[config.mk]
export PLATFORM = sky130hd
export DESIGN_NAME = irb_request_enable_bank
export DESIGN_NICKNAME = d
export VERILOG_FILES = /design/src/pkg/irb_pkg.sv /design/src/pkg/irb_reg_if.sv /design/src/design/irb_request_enable_bank.sv /design/src/design/irb_ahb_slave.sv /design/src/design/irb_arbiter.sv
export SDC_FILE = /design/constraint.sdc
export NUM_CORES = 1
export LEC_CHECK = 0
export ABC_AREA = 1
export BUFFER_PORTS_ARGS = -buffer_cell sky130_fd_sc_hd__buf_4
export CORE_MARGIN = 3
export CORE_UTILIZATION = 50
export DETAILED_ROUTE_END_ITERATION = 12
export PLACE_DENSITY = 0.81
export SLEW_MARGIN = 20
export SYNTH_ARGS = -nofsm -noshare
export SYNTH_HDL_FRONTEND = slang
export SYNTH_SLANG_ARGS = --single-unit
[constraint.sdc]
create_clock -name clk_sys -period 14.6 [get_ports clk_sys]
set_input_delay 2.92 -clock clk_sys [delete_from_list [all_inputs] [get_ports clk_sys]]
set_output_delay 2.92 -clock clk_sys [all_outputs]
set_load 0.005 [all_outputs]
[src/pkg/irb_pkg.sv]
// constants and types shared by the interrupt request and enable bank
package irb_pkg;
  localparam int DATA_W = 8;
  localparam int IDX_W = 12;
  localparam int ADDR_W = 32;
  localparam int IDX_LSB = 2;
  // word index of each register; byte address is four times the index
  localparam logic [IDX_W-1:0] IDX_REQ0 = 12'hfc0;
  localparam logic [IDX_W-1:0] IDX_EN0_HI = 12'hfc1;
  localparam logic [IDX_W-1:0] IDX_EN0_LO = 12'hfc2;
  localparam logic [IDX_W-1:0] IDX_REQ1 = 12'hfc3;
  localparam logic [IDX_W-1:0] IDX_REQ2 = 12'hfc6;
  localparam logic [IDX_W-1:0] IDX_CTRL = 12'hfcf;
  localparam logic [IDX_W-1:0] IDX_STAT = 12'hfd0;
  localparam logic [IDX_W-1:0] IDX_MASK = 12'hfd1;
  // implemented bits per register, the rest read zero and ignore writes
  localparam logic [DATA_W-1:0] REQ0_MASK = 8'h61;
  localparam logic [DATA_W-1:0] EN0_MASK = 8'h61;
  localparam logic [DATA_W-1:0] REQ1_MASK = 8'hff;
  localparam logic [DATA_W-1:0] REQ2_MASK = 8'h0f;
  localparam logic [DATA_W-1:0] CTRL_MASK = 8'h01;
  localparam logic [DATA_W-1:0] STAT_MASK = 8'h03;
  localparam logic [DATA_W-1:0] REG_RESET = 8'h00;
  // field positions
  localparam int T1_BIT = 6;
  localparam int T0_BIT = 5;
  localparam int ADC_BIT = 0;
  localparam int GIE_BIT = 0;
  localparam int STAT_REQ_BIT = 0;
  localparam int STAT_ACK_BIT = 1;
  localparam int PORTA_W = 8;
  localparam int PORTC_W = 4;
  // sources in fixed vector order, index 0 has the lowest vector
  localparam int SRC_CNT = 15;
  localparam int SRC_W = 4;
  localparam int SRC_T1 = 0;
  localparam int SRC_T0 = 1;
  localparam int SRC_ADC = 2;
  localparam int SRC_PA7 = 3;
  localparam int SRC_PC3 = 11;
  localparam logic [1:0] HTRANS_NONSEQ = 2'b10;
  localparam logic HRESP_OKAY = 1'b0;
  typedef enum logic [1:0] {
    LVL_OFF = 2'b00, LVL_LOW = 2'b01, LVL_NOM = 2'b10, LVL_HIGH = 2'b11
  } irb_level_type;
  typedef enum logic [1:0] {
    BUS_IDLE = 2'b00, BUS_WRITE = 2'b01, BUS_RD_WAIT = 2'b10, BUS_RD_DONE = 2'b11
  } irb_bus_state_type;
endpackage

[src/pkg/irb_reg_if.sv]
// register access carrier between the bus slave and the register bank
`timescale 1ns/1ps
interface irb_reg_if;
  import irb_pkg::*;
  logic wr_stb;
  logic rd_stb;
  logic addr_ok;
  logic [IDX_W-1:0] index;
  logic [DATA_W-1:0] wdata;
  logic [DATA_W-1:0] rdata;
  modport bus (output wr_stb, output rd_stb, output addr_ok, output index,
    output wdata, input rdata);
  modport regs (input wr_stb, input rd_stb, input addr_ok, input index,
    input wdata, output rdata);
endinterface

[src/design/irb_request_enable_bank.sv]
// interrupt request latches, group zero enables and vector forwarding
// Function
// RULE1: any source request sets its request bit, held until cleared
// RULE2: with global enable set, pending enabled requests go to the core
// RULE3: with global enable clear nothing is forwarded; requests stay readable
// RULE4: bank serves all sources except watchdog and oscillator fail traps
// RULE5: group zero: timer one bit 6, timer zero bit 5, converter bit 0
// RULE6: group one: port A pin 7 bit 7, pin 6 or comparator bit 6, pins 5:0
// RULE7: group two: port C pins 3..0 in bits 3:0, bits 7:4 reserved
// RULE8: enable pair decodes 00 off, 01 low, 10 nominal, 11 high
// RULE9: enable high: timer one bit 6, timer zero bit 5, converter bit 0
// RULE10: enable low has the same layout as enable high
// RULE11: software writes zero to every reserved bit
// RULE12: sources pulse their request for exactly one clock
// RULE13: core acknowledge or software write of zero clears a request bit
// RULE14: software write of one raises the request like hardware does
// RULE15: higher level wins; within a level the lowest vector wins
// RULE16: hardware pulse beats a software clear in the same cycle
// RULE17: only a non-zero enable code is forwarded, level used to arbitrate
//
// Register access over AHB-Lite is this design's own decision.
`timescale 1ns/1ps
module irb_request_enable_bank
  import irb_pkg::*;
(
  input wire logic clk_sys,
  input wire logic rst_n,
  input wire logic hsel,
  input wire logic [ADDR_W-1:0] haddr,
  input wire logic [1:0] htrans,
  input wire logic hwrite,
  input wire logic [2:0] hsize,
  input wire logic [ADDR_W-1:0] hwdata,
  input wire logic hready,
  output logic hreadyout,
  output logic [ADDR_W-1:0] hrdata,
  output logic hresp,
  input wire logic timer_one_event,
  input wire logic timer_zero_event,
  input wire logic converter_event,
  input wire logic [PORTA_W-1:0] porta_event,
  input wire logic [PORTC_W-1:0] portc_event,
  input wire logic [PORTA_W-1:0] group_one_level_high,
  input wire logic [PORTA_W-1:0] group_one_level_low,
  input wire logic [PORTC_W-1:0] group_two_level_high,
  input wire logic [PORTC_W-1:0] group_two_level_low,
  input wire logic core_ack,
  input wire logic [SRC_W-1:0] core_ack_source,
  output logic vector_request,
  output logic [SRC_W-1:0] vector_source,
  output irb_level_type vector_level,
  output logic irq
);
  irb_reg_if acc();

  // request registers, group zero enables, control and event status
  logic [DATA_W-1:0] request_group_zero_q;
  logic [DATA_W-1:0] request_group_one_q;
  logic [DATA_W-1:0] request_group_two_q;
  logic [DATA_W-1:0] group_zero_enable_high_q;
  logic [DATA_W-1:0] group_zero_enable_low_q;
  logic global_interrupt_enable_q;
  logic [DATA_W-1:0] event_status_q;
  logic [DATA_W-1:0] event_mask_q;

  logic [DATA_W-1:0] request_group_zero_d;
  logic [DATA_W-1:0] request_group_one_d;
  logic [DATA_W-1:0] request_group_two_d;
  logic [DATA_W-1:0] hw_set0;
  logic [DATA_W-1:0] hw_set1;
  logic [DATA_W-1:0] hw_set2;
  logic [SRC_CNT-1:0] ack_clear;
  logic [SRC_CNT-1:0] pending;
  logic [SRC_CNT-1:0] lvl_hi;
  logic [SRC_CNT-1:0] lvl_lo;
  logic arb_found;
  logic [SRC_W-1:0] arb_winner;
  irb_level_type arb_level;
  logic any_hw_event;
  logic [DATA_W-1:0] rdata;

  // one-hot of a source number in vector order
  function automatic logic [SRC_CNT-1:0] src_onehot(input logic [SRC_W-1:0] src);
    logic [SRC_CNT-1:0] v;
    v = '0;
    for (int i = 0; i < SRC_CNT; i++) begin
      if (src == SRC_W'(i)) begin
        v[i] = 1'b1;
      end
    end
    return v;
  endfunction

  // gather group zero fields into vector order
  function automatic logic [2:0] pick0(input logic [DATA_W-1:0] r);
    return {r[ADC_BIT], r[T0_BIT], r[T1_BIT]};
  endfunction

  // vector-ordered bits back to the group zero layout
  function automatic logic [DATA_W-1:0] place0(input logic [SRC_CNT-1:0] v);
    logic [DATA_W-1:0] r;
    r = '0;
    r[T1_BIT] = v[SRC_T1];
    r[T0_BIT] = v[SRC_T0];
    r[ADC_BIT] = v[SRC_ADC];
    return r;
  endfunction

  // the ports run pin 7 down to pin 0 in vector order, so bits reverse
  function automatic logic [PORTA_W-1:0] rev8(input logic [PORTA_W-1:0] x);
    logic [PORTA_W-1:0] r;
    r = '0;
    for (int i = 0; i < PORTA_W; i++) begin
      r[i] = x[PORTA_W-1-i];
    end
    return r;
  endfunction

  function automatic logic [PORTC_W-1:0] rev4(input logic [PORTC_W-1:0] x);
    logic [PORTC_W-1:0] r;
    r = '0;
    for (int i = 0; i < PORTC_W; i++) begin
      r[i] = x[PORTC_W-1-i];
    end
    return r;
  endfunction

  function automatic logic reg_write(input logic [IDX_W-1:0] idx);
    return acc.wr_stb && acc.addr_ok && (acc.index == idx);
  endfunction

  irb_ahb_slave u_bus (
    .clk_sys(clk_sys),
    .rst_n(rst_n),
    .hsel(hsel),
    .haddr(haddr),
    .htrans(htrans),
    .hwrite(hwrite),
    .hwdata(hwdata),
    .hready(hready),
    .hreadyout(hreadyout),
    .hrdata(hrdata),
    .hresp(hresp),
    .acc(acc)
  );

  // hardware pulses placed at their register positions
  always_comb begin
    hw_set0 = REG_RESET;
    hw_set0[T1_BIT] = timer_one_event; // RULE5
    hw_set0[T0_BIT] = timer_zero_event;
    hw_set0[ADC_BIT] = converter_event;
    hw_set1 = porta_event & REQ1_MASK; // RULE6
    hw_set2 = {{(DATA_W-PORTC_W){1'b0}}, portc_event} & REQ2_MASK; // RULE7
  end

  // one-cycle pulses are latched, a held level simply re-sets the bit
  assign any_hw_event = |{hw_set0, hw_set1, hw_set2}; // RULE12

  // acknowledged source is cleared, watchdog and traps never appear here
  assign ack_clear = core_ack ? src_onehot(core_ack_source) : '0; // RULE13 RULE4

  // next request value: ack clear, then software write, then hardware set
  always_comb begin
    request_group_zero_d = request_group_zero_q & ~place0(ack_clear); // RULE13
    request_group_one_d = request_group_one_q &
      ~rev8(ack_clear[SRC_PA7 +: PORTA_W]);
    request_group_two_d = request_group_two_q &
      ~{{(DATA_W-PORTC_W){1'b0}}, rev4(ack_clear[SRC_PC3 +: PORTC_W])};
    if (reg_write(IDX_REQ0)) begin
      request_group_zero_d = acc.wdata & REQ0_MASK; // RULE14 RULE11
    end
    if (reg_write(IDX_REQ1)) begin
      request_group_one_d = acc.wdata & REQ1_MASK; // RULE14
    end
    if (reg_write(IDX_REQ2)) begin
      request_group_two_d = acc.wdata & REQ2_MASK; // RULE14
    end
    request_group_zero_d = request_group_zero_d | hw_set0; // RULE1 RULE16
    request_group_one_d = request_group_one_d | hw_set1; // RULE1 RULE16
    request_group_two_d = request_group_two_d | hw_set2; // RULE1 RULE16
  end

  // request latches
  always_ff @(posedge clk_sys or negedge rst_n) begin
    if (!rst_n) begin
      request_group_zero_q <= REG_RESET;
      request_group_one_q <= REG_RESET;
      request_group_two_q <= REG_RESET;
    end else begin
      request_group_zero_q <= request_group_zero_d; // RULE1
      request_group_one_q <= request_group_one_d;
      request_group_two_q <= request_group_two_d;
    end
  end

  // group zero enable pair; reserved bits stay zero whatever is written
  always_ff @(posedge clk_sys or negedge rst_n) begin
    if (!rst_n) begin
      group_zero_enable_high_q <= REG_RESET;
      group_zero_enable_low_q <= REG_RESET;
    end else begin
      if (reg_write(IDX_EN0_HI)) begin
        group_zero_enable_high_q <= acc.wdata & EN0_MASK; // RULE9
      end
      if (reg_write(IDX_EN0_LO)) begin
        group_zero_enable_low_q <= acc.wdata & EN0_MASK; // RULE10
      end
    end
  end

  // global enable: software sets or clears, an acknowledge clears it
  always_ff @(posedge clk_sys or negedge rst_n) begin
    if (!rst_n) begin
      global_interrupt_enable_q <= 1'b0;
    end else if (reg_write(IDX_CTRL)) begin
      global_interrupt_enable_q <= acc.wdata[GIE_BIT];
    end else if (core_ack) begin
      global_interrupt_enable_q <= 1'b0;
    end
  end

  // sources laid out in vector order for the arbiter
  assign pending = {rev4(request_group_two_q[PORTC_W-1:0]),
                    rev8(request_group_one_q), pick0(request_group_zero_q)};
  assign lvl_hi = {rev4(group_two_level_high), rev8(group_one_level_high),
                   pick0(group_zero_enable_high_q)};
  assign lvl_lo = {rev4(group_two_level_low), rev8(group_one_level_low),
                   pick0(group_zero_enable_low_q)};

  irb_arbiter #(
    .N(SRC_CNT),
    .W(SRC_W)
  ) u_arb (
    .pending(pending),
    .lvl_hi(lvl_hi),
    .lvl_lo(lvl_lo),
    .found(arb_found),
    .winner(arb_winner),
    .level(arb_level)
  );

  // vector request to the core; one cycle late so it comes from a flop
  always_ff @(posedge clk_sys or negedge rst_n) begin
    if (!rst_n) begin
      vector_request <= 1'b0;
      vector_source <= '0;
      vector_level <= LVL_OFF;
    end else begin
      // the acked bit is still set this cycle, so suppress a stale repeat
      vector_request <= global_interrupt_enable_q && arb_found && // RULE2 RULE3
        !core_ack;
      vector_source <= arb_winner;
      vector_level <= arb_level;
    end
  end

  // event status: set beats the clear that a read of the register causes
  always_ff @(posedge clk_sys or negedge rst_n) begin
    if (!rst_n) begin
      event_status_q <= REG_RESET;
    end else begin
      if (acc.rd_stb && acc.addr_ok && (acc.index == IDX_STAT)) begin
        event_status_q <= REG_RESET;
      end
      if (any_hw_event) begin
        event_status_q[STAT_REQ_BIT] <= 1'b1;
      end
      if (core_ack) begin
        event_status_q[STAT_ACK_BIT] <= 1'b1;
      end
    end
  end

  // mask and the level interrupt line
  always_ff @(posedge clk_sys or negedge rst_n) begin
    if (!rst_n) begin
      event_mask_q <= REG_RESET;
      irq <= 1'b0;
    end else begin
      if (reg_write(IDX_MASK)) begin
        event_mask_q <= acc.wdata & STAT_MASK;
      end
      irq <= |(event_status_q & event_mask_q);
    end
  end

  // read mux; polling reads work whatever the global enable says
  always_comb begin
    rdata = REG_RESET;
    if (!acc.addr_ok) begin
      rdata = REG_RESET;
    end else if (acc.index == IDX_REQ0) begin
      rdata = request_group_zero_q; // RULE3
    end else if (acc.index == IDX_EN0_HI) begin
      rdata = group_zero_enable_high_q;
    end else if (acc.index == IDX_EN0_LO) begin
      rdata = group_zero_enable_low_q;
    end else if (acc.index == IDX_REQ1) begin
      rdata = request_group_one_q;
    end else if (acc.index == IDX_REQ2) begin
      rdata = request_group_two_q;
    end else if (acc.index == IDX_CTRL) begin
      rdata = {{(DATA_W-1){1'b0}}, global_interrupt_enable_q} & CTRL_MASK;
    end else if (acc.index == IDX_STAT) begin
      rdata = event_status_q;
    end else if (acc.index == IDX_MASK) begin
      rdata = event_mask_q;
    end
  end

  assign acc.rdata = rdata;

  // hsize is not checked: only whole-word transfers are expected
  logic unused_size;
  assign unused_size = ^hsize;
endmodule

[src/design/irb_ahb_slave.sv]
// ahb-lite slave front end: zero-wait writes, one-wait reads
`timescale 1ns/1ps
module irb_ahb_slave
  import irb_pkg::*;
(
  input wire logic clk_sys,
  input wire logic rst_n,
  input wire logic hsel,
  input wire logic [ADDR_W-1:0] haddr,
  input wire logic [1:0] htrans,
  input wire logic hwrite,
  input wire logic [ADDR_W-1:0] hwdata,
  input wire logic hready,
  output logic hreadyout,
  output logic [ADDR_W-1:0] hrdata,
  output logic hresp,
  irb_reg_if.bus acc
);
  irb_bus_state_type state_q;
  logic [IDX_W-1:0] index_q;
  logic addr_ok_q;
  logic take;

  // a transfer is taken only when the previous data phase has finished
  assign take = hsel && hready && htrans[1];

  // data phase sequencing
  always_ff @(posedge clk_sys or negedge rst_n) begin
    if (!rst_n) begin
      state_q <= BUS_IDLE;
    end else begin
      case (state_q)
        BUS_RD_WAIT: state_q <= BUS_RD_DONE;
        default: begin
          if (take) begin
            state_q <= hwrite ? BUS_WRITE : BUS_RD_WAIT;
          end else begin
            state_q <= BUS_IDLE;
          end
        end
      endcase
    end
  end

  // address phase capture; misaligned or out-of-window reads as unmapped
  always_ff @(posedge clk_sys or negedge rst_n) begin
    if (!rst_n) begin
      index_q <= '0;
      addr_ok_q <= 1'b0;
    end else if (take) begin
      index_q <= haddr[IDX_LSB +: IDX_W];
      addr_ok_q <= (haddr[ADDR_W-1:IDX_LSB+IDX_W] == '0) && (haddr[IDX_LSB-1:0] == '0);
    end
  end

  // read data is registered so hrdata comes from a flop; costs one wait
  always_ff @(posedge clk_sys or negedge rst_n) begin
    if (!rst_n) begin
      hrdata <= '0;
      hreadyout <= 1'b1;
      hresp <= HRESP_OKAY;
    end else begin
      hresp <= HRESP_OKAY;
      if (take && !hwrite) begin
        hreadyout <= 1'b0;
      end else if (state_q == BUS_RD_WAIT) begin
        hreadyout <= 1'b1;
        hrdata <= {{(ADDR_W-DATA_W){1'b0}}, acc.rdata};
      end
    end
  end

  assign acc.wr_stb = (state_q == BUS_WRITE);
  assign acc.rd_stb = (state_q == BUS_RD_WAIT);
  assign acc.addr_ok = addr_ok_q;
  assign acc.index = index_q;
  assign acc.wdata = hwdata[DATA_W-1:0];
endmodule

[src/design/irb_arbiter.sv]
// level-then-vector priority pick among pending, enabled sources
`timescale 1ns/1ps
module irb_arbiter
  import irb_pkg::*;
#(
  parameter int N = SRC_CNT,
  parameter int W = SRC_W
) (
  input wire logic [N-1:0] pending,
  input wire logic [N-1:0] lvl_hi,
  input wire logic [N-1:0] lvl_lo,
  output logic found,
  output logic [W-1:0] winner,
  output irb_level_type level
);
  // walk from the highest vector down; >= lets a lower vector win a tie
  always_comb begin
    found = 1'b0;
    winner = '0;
    level = LVL_OFF;
    for (int i = N - 1; i >= 0; i--) begin
      if (pending[i] && ({lvl_hi[i], lvl_lo[i]} != LVL_OFF) && // RULE17
          ({lvl_hi[i], lvl_lo[i]} >= level)) begin // RULE15
        found = 1'b1;
        winner = W'(i);
        level = irb_level_type'({lvl_hi[i], lvl_lo[i]}); // RULE8
      end
    end
  end
endmodule

* Word-level counts from Yosys, hierarchy flattened *
Index checks and enable logic that the tools add are counted.

word-level totals
  register bits after elaboration = 67
  input port bits = 118
  output and inout bits = 42
  logic and storage cells = 224

cells by class
  $lt $le $gt $ge = 15
  equality and inequality tests = 24
  muxes and demuxes = 83
  bitwise logic cells = 11
  reduce and logical (&&, ||, !) cells = 73

operators by type and width
  cell                  count
  $eq 12x12->1 const B  8
  $mux 8                9
  $mux 4                15
  $logic_and 1x1->1     46
  $mux 2                22
  $reduce_bool 2->1     19
  $mux 1                36
  $eq 4x4->1 const B    7
  $ge 2x2->1            14
  $and 8x8->8           3
  $logic_not 18->1      1
  $eq 4x3->1 const B    4
  $mux 15               1
  $reduce_or 15->1      1
  $eq 4x2->1 const B    2
  $not 4->8             1
  $not 7->8             1
  $not 8->8             1
  $or 8x4->8            1
  $or 8x7->8            1
  $or 8x8->8            1
  $reduce_or 8->1       1
  $eq 4x1->1 const B    1
  $logic_not 4->1       1
  8 further kinds       9

* Longest topological paths before layout *
  depth in word-level cells = 48
  depth in mapped cells = 123
  gate-level depth less buffers = 123

* Modules after synthesis *
Synthesis repeated with hierarchy kept, for this count alone.

unflattened totals
  cells, all modules = 642
  area, all modules = 4,593.2 um^2

by module, submodules not included
  module                   times used  cells each  area each (um^2)  seq. area each (um^2)
  irb_request_enable_bank  1           243         1,969.4           850.8
  irb_ahb_slave            1           154         1,351.3           601.8
  irb_arbiter              1           245         1,272.5           0.0

* Worst setup path before layout *
Ideal clock, no wire load.

  path kind = input -> register
  start = in group_two_level_high[0]
  end = reg vector_request
  library setup time = 0.117 ns
  arrival time = 14.286 ns
  data required time = 14.483 ns
  path slack = 0.197 ns
  stages = 114
  buffers on the path = 0
  cell sequence = nand2_1 > ha_1 > nand2_1 > nand3_2 > nand2_4 > o21ai_0 > ha_1 > o21ai_0 > nand3_1 > nand3_1 > nand2_1 > nand2_1 > ha_1 > inv_1 > nand2_1 > nand3_1 > nand2_1 > nand2_1 > [78 not listed] > nand3_2 > nand2_1 > ha_1 > inv_1 > nand2_1 > nor2_1 > nor2_1 > nand2_2 > nand3_2 > and2_1 > ha_1 > o21a_1 > o21ai_0 > inv_1 > o21ai_0 > nand4_1 > o21ai_1 > inv_1

between the ends
  word-level cells in the longest chain between the ends = 48
  elaborated cells on any way between the ends = 63
  classes of those cells = order compare: 15; mux: 29; reduce/logical: 19

ends and longest elaborated chain
  element                                              RTL line                        RTL
  start, declared                                      irb_request_enable_bank.sv:45   input wire logic [PORTC_W-1:0] group_two_level_high,
  branches (longest 45 deep; another with $ge 2x1->1)  --
  $mux 1 (*)                                           irb_arbiter.sv:22               if (pending[i] && ({lvl_hi[i], lvl_lo[i]} != LVL_OFF) &&
  $logic_and 1x1->1 (*) (2 in a row)                   irb_request_enable_bank.sv:251  vector_request <= global_interrupt_enable_q && arb_found &&
  end signal, assigned                                 irb_request_enable_bank.sv:251
  end, declared                                        irb_request_enable_bank.sv:49   output logic vector_request,

Every way passes the cells marked *.
A chain may end at the register's enable or synchronous reset.

* Final worst setup path *
  start = in group_two_level_low[0]
  end = reg vector_level[0]

between the ends
  word-level cells in the longest chain between the ends = 46
  elaborated cells on any way between the ends = 47
  classes of those cells = order compare: 15; mux: 15; reduce/logical: 17

ends and longest elaborated chain
  element                                             RTL line                        RTL
  start, declared                                     irb_request_enable_bank.sv:46   input wire logic [PORTC_W-1:0] group_two_level_low,
  branches (longest 3 deep; another with $ge 2x1->1)  --
  $mux 2 (*)                                          irb_arbiter.sv:22
  $ge 2x2->1                                          irb_arbiter.sv:23               ({lvl_hi[i], lvl_lo[i]} >= level)) begin
  $logic_and 1x1->1                                   irb_arbiter.sv:22
  $mux 2 (*)                                          irb_arbiter.sv:22
  $ge 2x2->1                                          irb_arbiter.sv:23
  $logic_and 1x1->1                                   irb_arbiter.sv:22
  $mux 2 (*)                                          irb_arbiter.sv:22
  [29 not listed]                                     --
  $mux 2 (*)                                          irb_arbiter.sv:22
  $ge 2x2->1                                          irb_arbiter.sv:23
  $logic_and 1x1->1                                   irb_arbiter.sv:22
  $mux 2 (*)                                          irb_arbiter.sv:22
  $ge 2x2->1                                          irb_arbiter.sv:23
  $logic_and 1x1->1                                   irb_arbiter.sv:22
  $mux 2 (*)                                          irb_arbiter.sv:22
  named net arb_level[0]                              irb_request_enable_bank.sv:78   irb_level_type arb_level;
  end signal, assigned                                irb_request_enable_bank.sv:254  vector_level <= arb_level;
  end, declared                                       irb_request_enable_bank.sv:51   output irb_level_type vector_level,

Mark *: on every way through the listed nets, which the timed path passes.

==> results summary <==
The run finished, with violations left. The final reports fail on negative setup slack. The power after layout came out at 0.521 mW. The via count of the first global-routing pass is 4,491. The power density relative to cell area is 83.0 nW/µm². The number of warning messages in the yosys log is 0. The initial detailed-routing violation count came out at 359.

The wire-length estimate of the detail-placed layout is 9770 µm. Counting cells, the worst reg-to-reg path comes to 114. The number of max-slew violations in the final report is 0. The number of vias after detailed routing came out at 4,860.

The distinct cell type count of the synthesized netlist is 43. Clock skew on the completed layout was measured at 0.0128 ns. Once detail routing completed, the nets flagged for antenna violations numbered 0.

The largest individual stage delay along the critical path comes from the cell sky130_fd_sc_hd__ha_1. The endpoint arrival time on the critical path is 14.99 ns. The fraction of the mapped netlist area in compound gates is 14.8%.

The worst hold path cell count is 2. In this run, synthesis inferred 0 flip-flops with an integrated enable. The mean routed wirelength per cell came out at 15.9 µm. After synthesis, the largest family of logic cells by area is simple AND/OR/NAND/NOR gates.

The top cell types in the final layout, fill and taps aside, are sky130_fd_sc_hd__buf_4, sky130_fd_sc_hd__nand2_1, sky130_fd_sc_hd__inv_1, sky130_fd_sc_hd__dfrtp_1, sky130_fd_sc_hd__nand2_2. The portion of netlist area occupied by mux cells came out at 0%. The die span in y came out at 97.7 µm.

The core footprint came out at 7930 µm². The number of synthesized register bits is 58. The sequential-to-total area share from yosys stat is 34.6%.

The launch point of the critical path is group_two_level_low[0]. The clock tree from TritonCTS is done. The total inserted antenna cells is 0. The starting density of the core came out at 53.0%. The first-pass GRT wire length came out at 20,500 µm. The worst IR drop on VDD came out at 0.0000576 V. The H-tree was split into 3 levels. The floorplan die area came out at 9540 µm². The first-pass detailed-route iteration total came out at 6. The number of buffers added to fix hold violations after cts is 0. Among all flip-flop cells after synthesis, the most frequent one is sky130_fd_sc_hd__dfrtp_1. Clock latency on the worst-skew pair, taken at its later pin, is 0.35 ns. After synthesis, the share of flip-flops with an asynchronous set or reset is 100%. At the worst endpoint, the required time is 14.83 ns. The global router's overall resource usage is 26.3%. The worst setup path is launched from an input pin. The final weighted congestion in routability-driven placement came out at 0.883. The standby leakage power came out at 3.37 nW.

The worst path in the final design needs a cycle of 14.76 ns, including I/O delays and setup. Leaving out fill and tap cells, the most frequent cell in the layout is sky130_fd_sc_hd__buf_4. The DRC violations left came out at 0. The startpoint identified for the worst hold timing path is u_bus.acc.index[11]. The number of cell rows is 32. The clock transition time at the flip-flop clock pins of the worst setup and hold paths is 0.06 ns. The area added between synthesis and finish came out at 49.5%. The capturing point of the worst reg2reg path is vector_level[0]. The worst min-delay path endpoint is u_bus.acc.index[11]. For this run the aggregate overflow at the end of global routing stands at 0. In this design, the critical path's most frequently occurring cell is sky130_fd_sc_hd__nand2_2. Input and output buffers added on the ports amount to 106. The final clock period utilization by the worst path came out at 101%. The pin slew with the least headroom to its limit came out at 0.758 ns. The floorplan die width came out at 97.7 µm. The average vias per placed instance is 5.41. The mapped netlist covers 4200 µm².

Cells fill 79.2% of the core in the end. The count of max-cap constraint violations came out at 0. The largest net degree at the start of global routing came out at 59. The slack of the critical path is -0.164 ns. The setup check on the worst reg-to-reg path leaves a slack of 1.94 ns. The synthesized netlist devotes 0% of its cell area to XOR and XNOR gates. The initial antenna violation count came out at 0. The worst setup path is captured at a flop.

The post-synthesis cell count is 602. The sum of routed wire length over all layers is 14,300 µm. The highest cell delay on the worst timing path came out at 0.31 ns. The post-synthesis adder-cell area fraction came out at 4.76%. For this design, the sink count on the clock tree is 58. In this run the mean area of a mapped cell was 6.98 µm². The worst min-delay path class is reg2reg. The final count of negative-setup-slack endpoints came out at 6. For this run, the top clock speed supported by timing is 67.7 MHz. The normalized max-slew margin came out at 49.4%. The ratio of cells with drive above 1 in the final layout came out at 41.8%. The deepest clock path buffer count is 2. Clock tree synthesis inserted a total of 9 buffers. In this run the clock root is driven by a sky130_fd_sc_hd__clkbuf_8.

For the final routed database, the setup TNS stands at -0.576 ns. Along the worst path, the maximum fanout reaches 3. Summing the areas of all and, or, nand and nor instances in the mapped netlist gives 30.7% of the synthesized area.

The final net count is 927. 160 I/O pins were placed. The number of failing hold endpoints at the final stage came to 0. The worst setup path is of the in2reg kind.

The worst register-to-register path begins at request_group_two_q[0]. Setup repair after global routing could not meet its margin everywhere.
[per-layer routing]
layer / wire length (µm) / GRT usage (%)
met1: 5610 / 32.8
met2: 7140 / 45.5
met3: 1110 / 6.03
met4: 425 / 7.24
met5: 0 / 0
[worst max-delay path, delay by kind of cell]
| family | cells | cell delay [ns] |
|---|---|---|
| buffers and inverters | 29 | 2.04 |
| adders and majority gates | 13 | 3.25 |
| and+or+nand+nor | 66 | 5.68 |
| AOI/OAI and AO/OA | 9 | 1.08 |
[cell usage after synthesis (4+ instances only)]
library cell / number / area (µm²)
sky130_fd_sc_hd__a21oi_1: 12 / 60.1
sky130_fd_sc_hd__and2_1: 6 / 37.5
sky130_fd_sc_hd__buf_4: 25 / 188
sky130_fd_sc_hd__clkbuf_1: 4 / 15.0
sky130_fd_sc_hd__dfrtp_1: 57 / 1430
sky130_fd_sc_hd__ha_1: 16 / 200
sky130_fd_sc_hd__inv_1: 110 / 413
sky130_fd_sc_hd__nand2_1: 149 / 559
sky130_fd_sc_hd__nand2_2: 7 / 43.8
sky130_fd_sc_hd__nand3_1: 46 / 230
sky130_fd_sc_hd__nand3_2: 6 / 60.1
sky130_fd_sc_hd__nand4_1: 11 / 68.8
sky130_fd_sc_hd__nor2_1: 39 / 146
sky130_fd_sc_hd__nor3_1: 12 / 60.1
sky130_fd_sc_hd__nor4_1: 6 / 37.5
sky130_fd_sc_hd__o211ai_1: 14 / 105
sky130_fd_sc_hd__o21ai_0: 37 / 185
sky130_fd_sc_hd__o21ai_1: 5 / 25.0
[per-stage QoR]
| stage | instances | hold slack, ns | setup slack (ns) | area, µm² |
|---|---|---|---|---|
| 3_3_place_gp | 853 | 0.465 | -0.364 | 5380 |
| 2_1_floorplan | 626 | 0.448 | 0.197 | 4290 |
| 6_report | 898 | 0.486 | -0.164 | 6280 |
| 3_5_place_dp | 853 | 0.471 | -0.893 | 5380 |
| 5_1_grt | 898 | 0.512 | -0.835 | 6280 |
| 4_1_cts | 879 | 0.487 | -0.221 | 5680 |
[timing repair]
item,in CTS,in global routing
gates resized for setup,11,119
endpoints found under the setup margin,7,7
pin swaps,8,84
setup buffers,12,19
[sequential cells by signal (all words and copies together) (netlist names)]
| name | count |
|---|---|
| vector_level | 2 |
| u_bus.hreadyout | 1 |
| u_bus.acc.index | 12 |
| request_group_one_q | 8 |
| u_bus.acc.addr_ok | 1 |
| u_bus.hrdata | 8 |
| group_zero_enable_low_q | 3 |
| irq | 1 |
| global_interrupt_enable_q | 1 |
| request_group_zero_q | 3 |
| vector_source | 4 |
| request_group_two_q | 4 |
| event_status_q | 2 |
| event_mask_q | 2 |
| vector_request | 1 |
| u_bus.state_q | 2 |
| group_zero_enable_high_q | 3 |
[area by class of cell]
class	instances	area, µm²
flip-flops and latches	58	1450
repair buffers	186	1410
clock inverters	3	40.0
inverters	113	430
fillers	566	1650
multi-input cells	425	2670
clock buffers	11	151
well taps	102	128
[power by group]
part / switching (mW) / internal (mW)
Sequential: 0.00749 / 0.171
Combinational: 0.0997 / 0.0932
Clock: 0.0643 / 0.0856
[logic make-up (layout without fill, tap and decap cells)]
group | count (synthesis) | after routing
flops | 58 | 58
compound gates | 97 | 97
fa+ha+maj | 16 | 16
buf+inv | 143 | 313
other cells | 1 | 25
simple gates | 287 | 287
[worst max path at each step]
stage	cells after the start	endpoint	slack (ns)
after global routing	117	vector_request	-0.84
after CTS	117	vector_request	-0.22
after global placement	115	vector_request	-0.36
after detailed placement	113	vector_request	-0.89
final	117	vector_level[0]	-0.16
after floorplan	114	vector_request	0.20
Note: power is estimated with default switching activity, not from simulation.
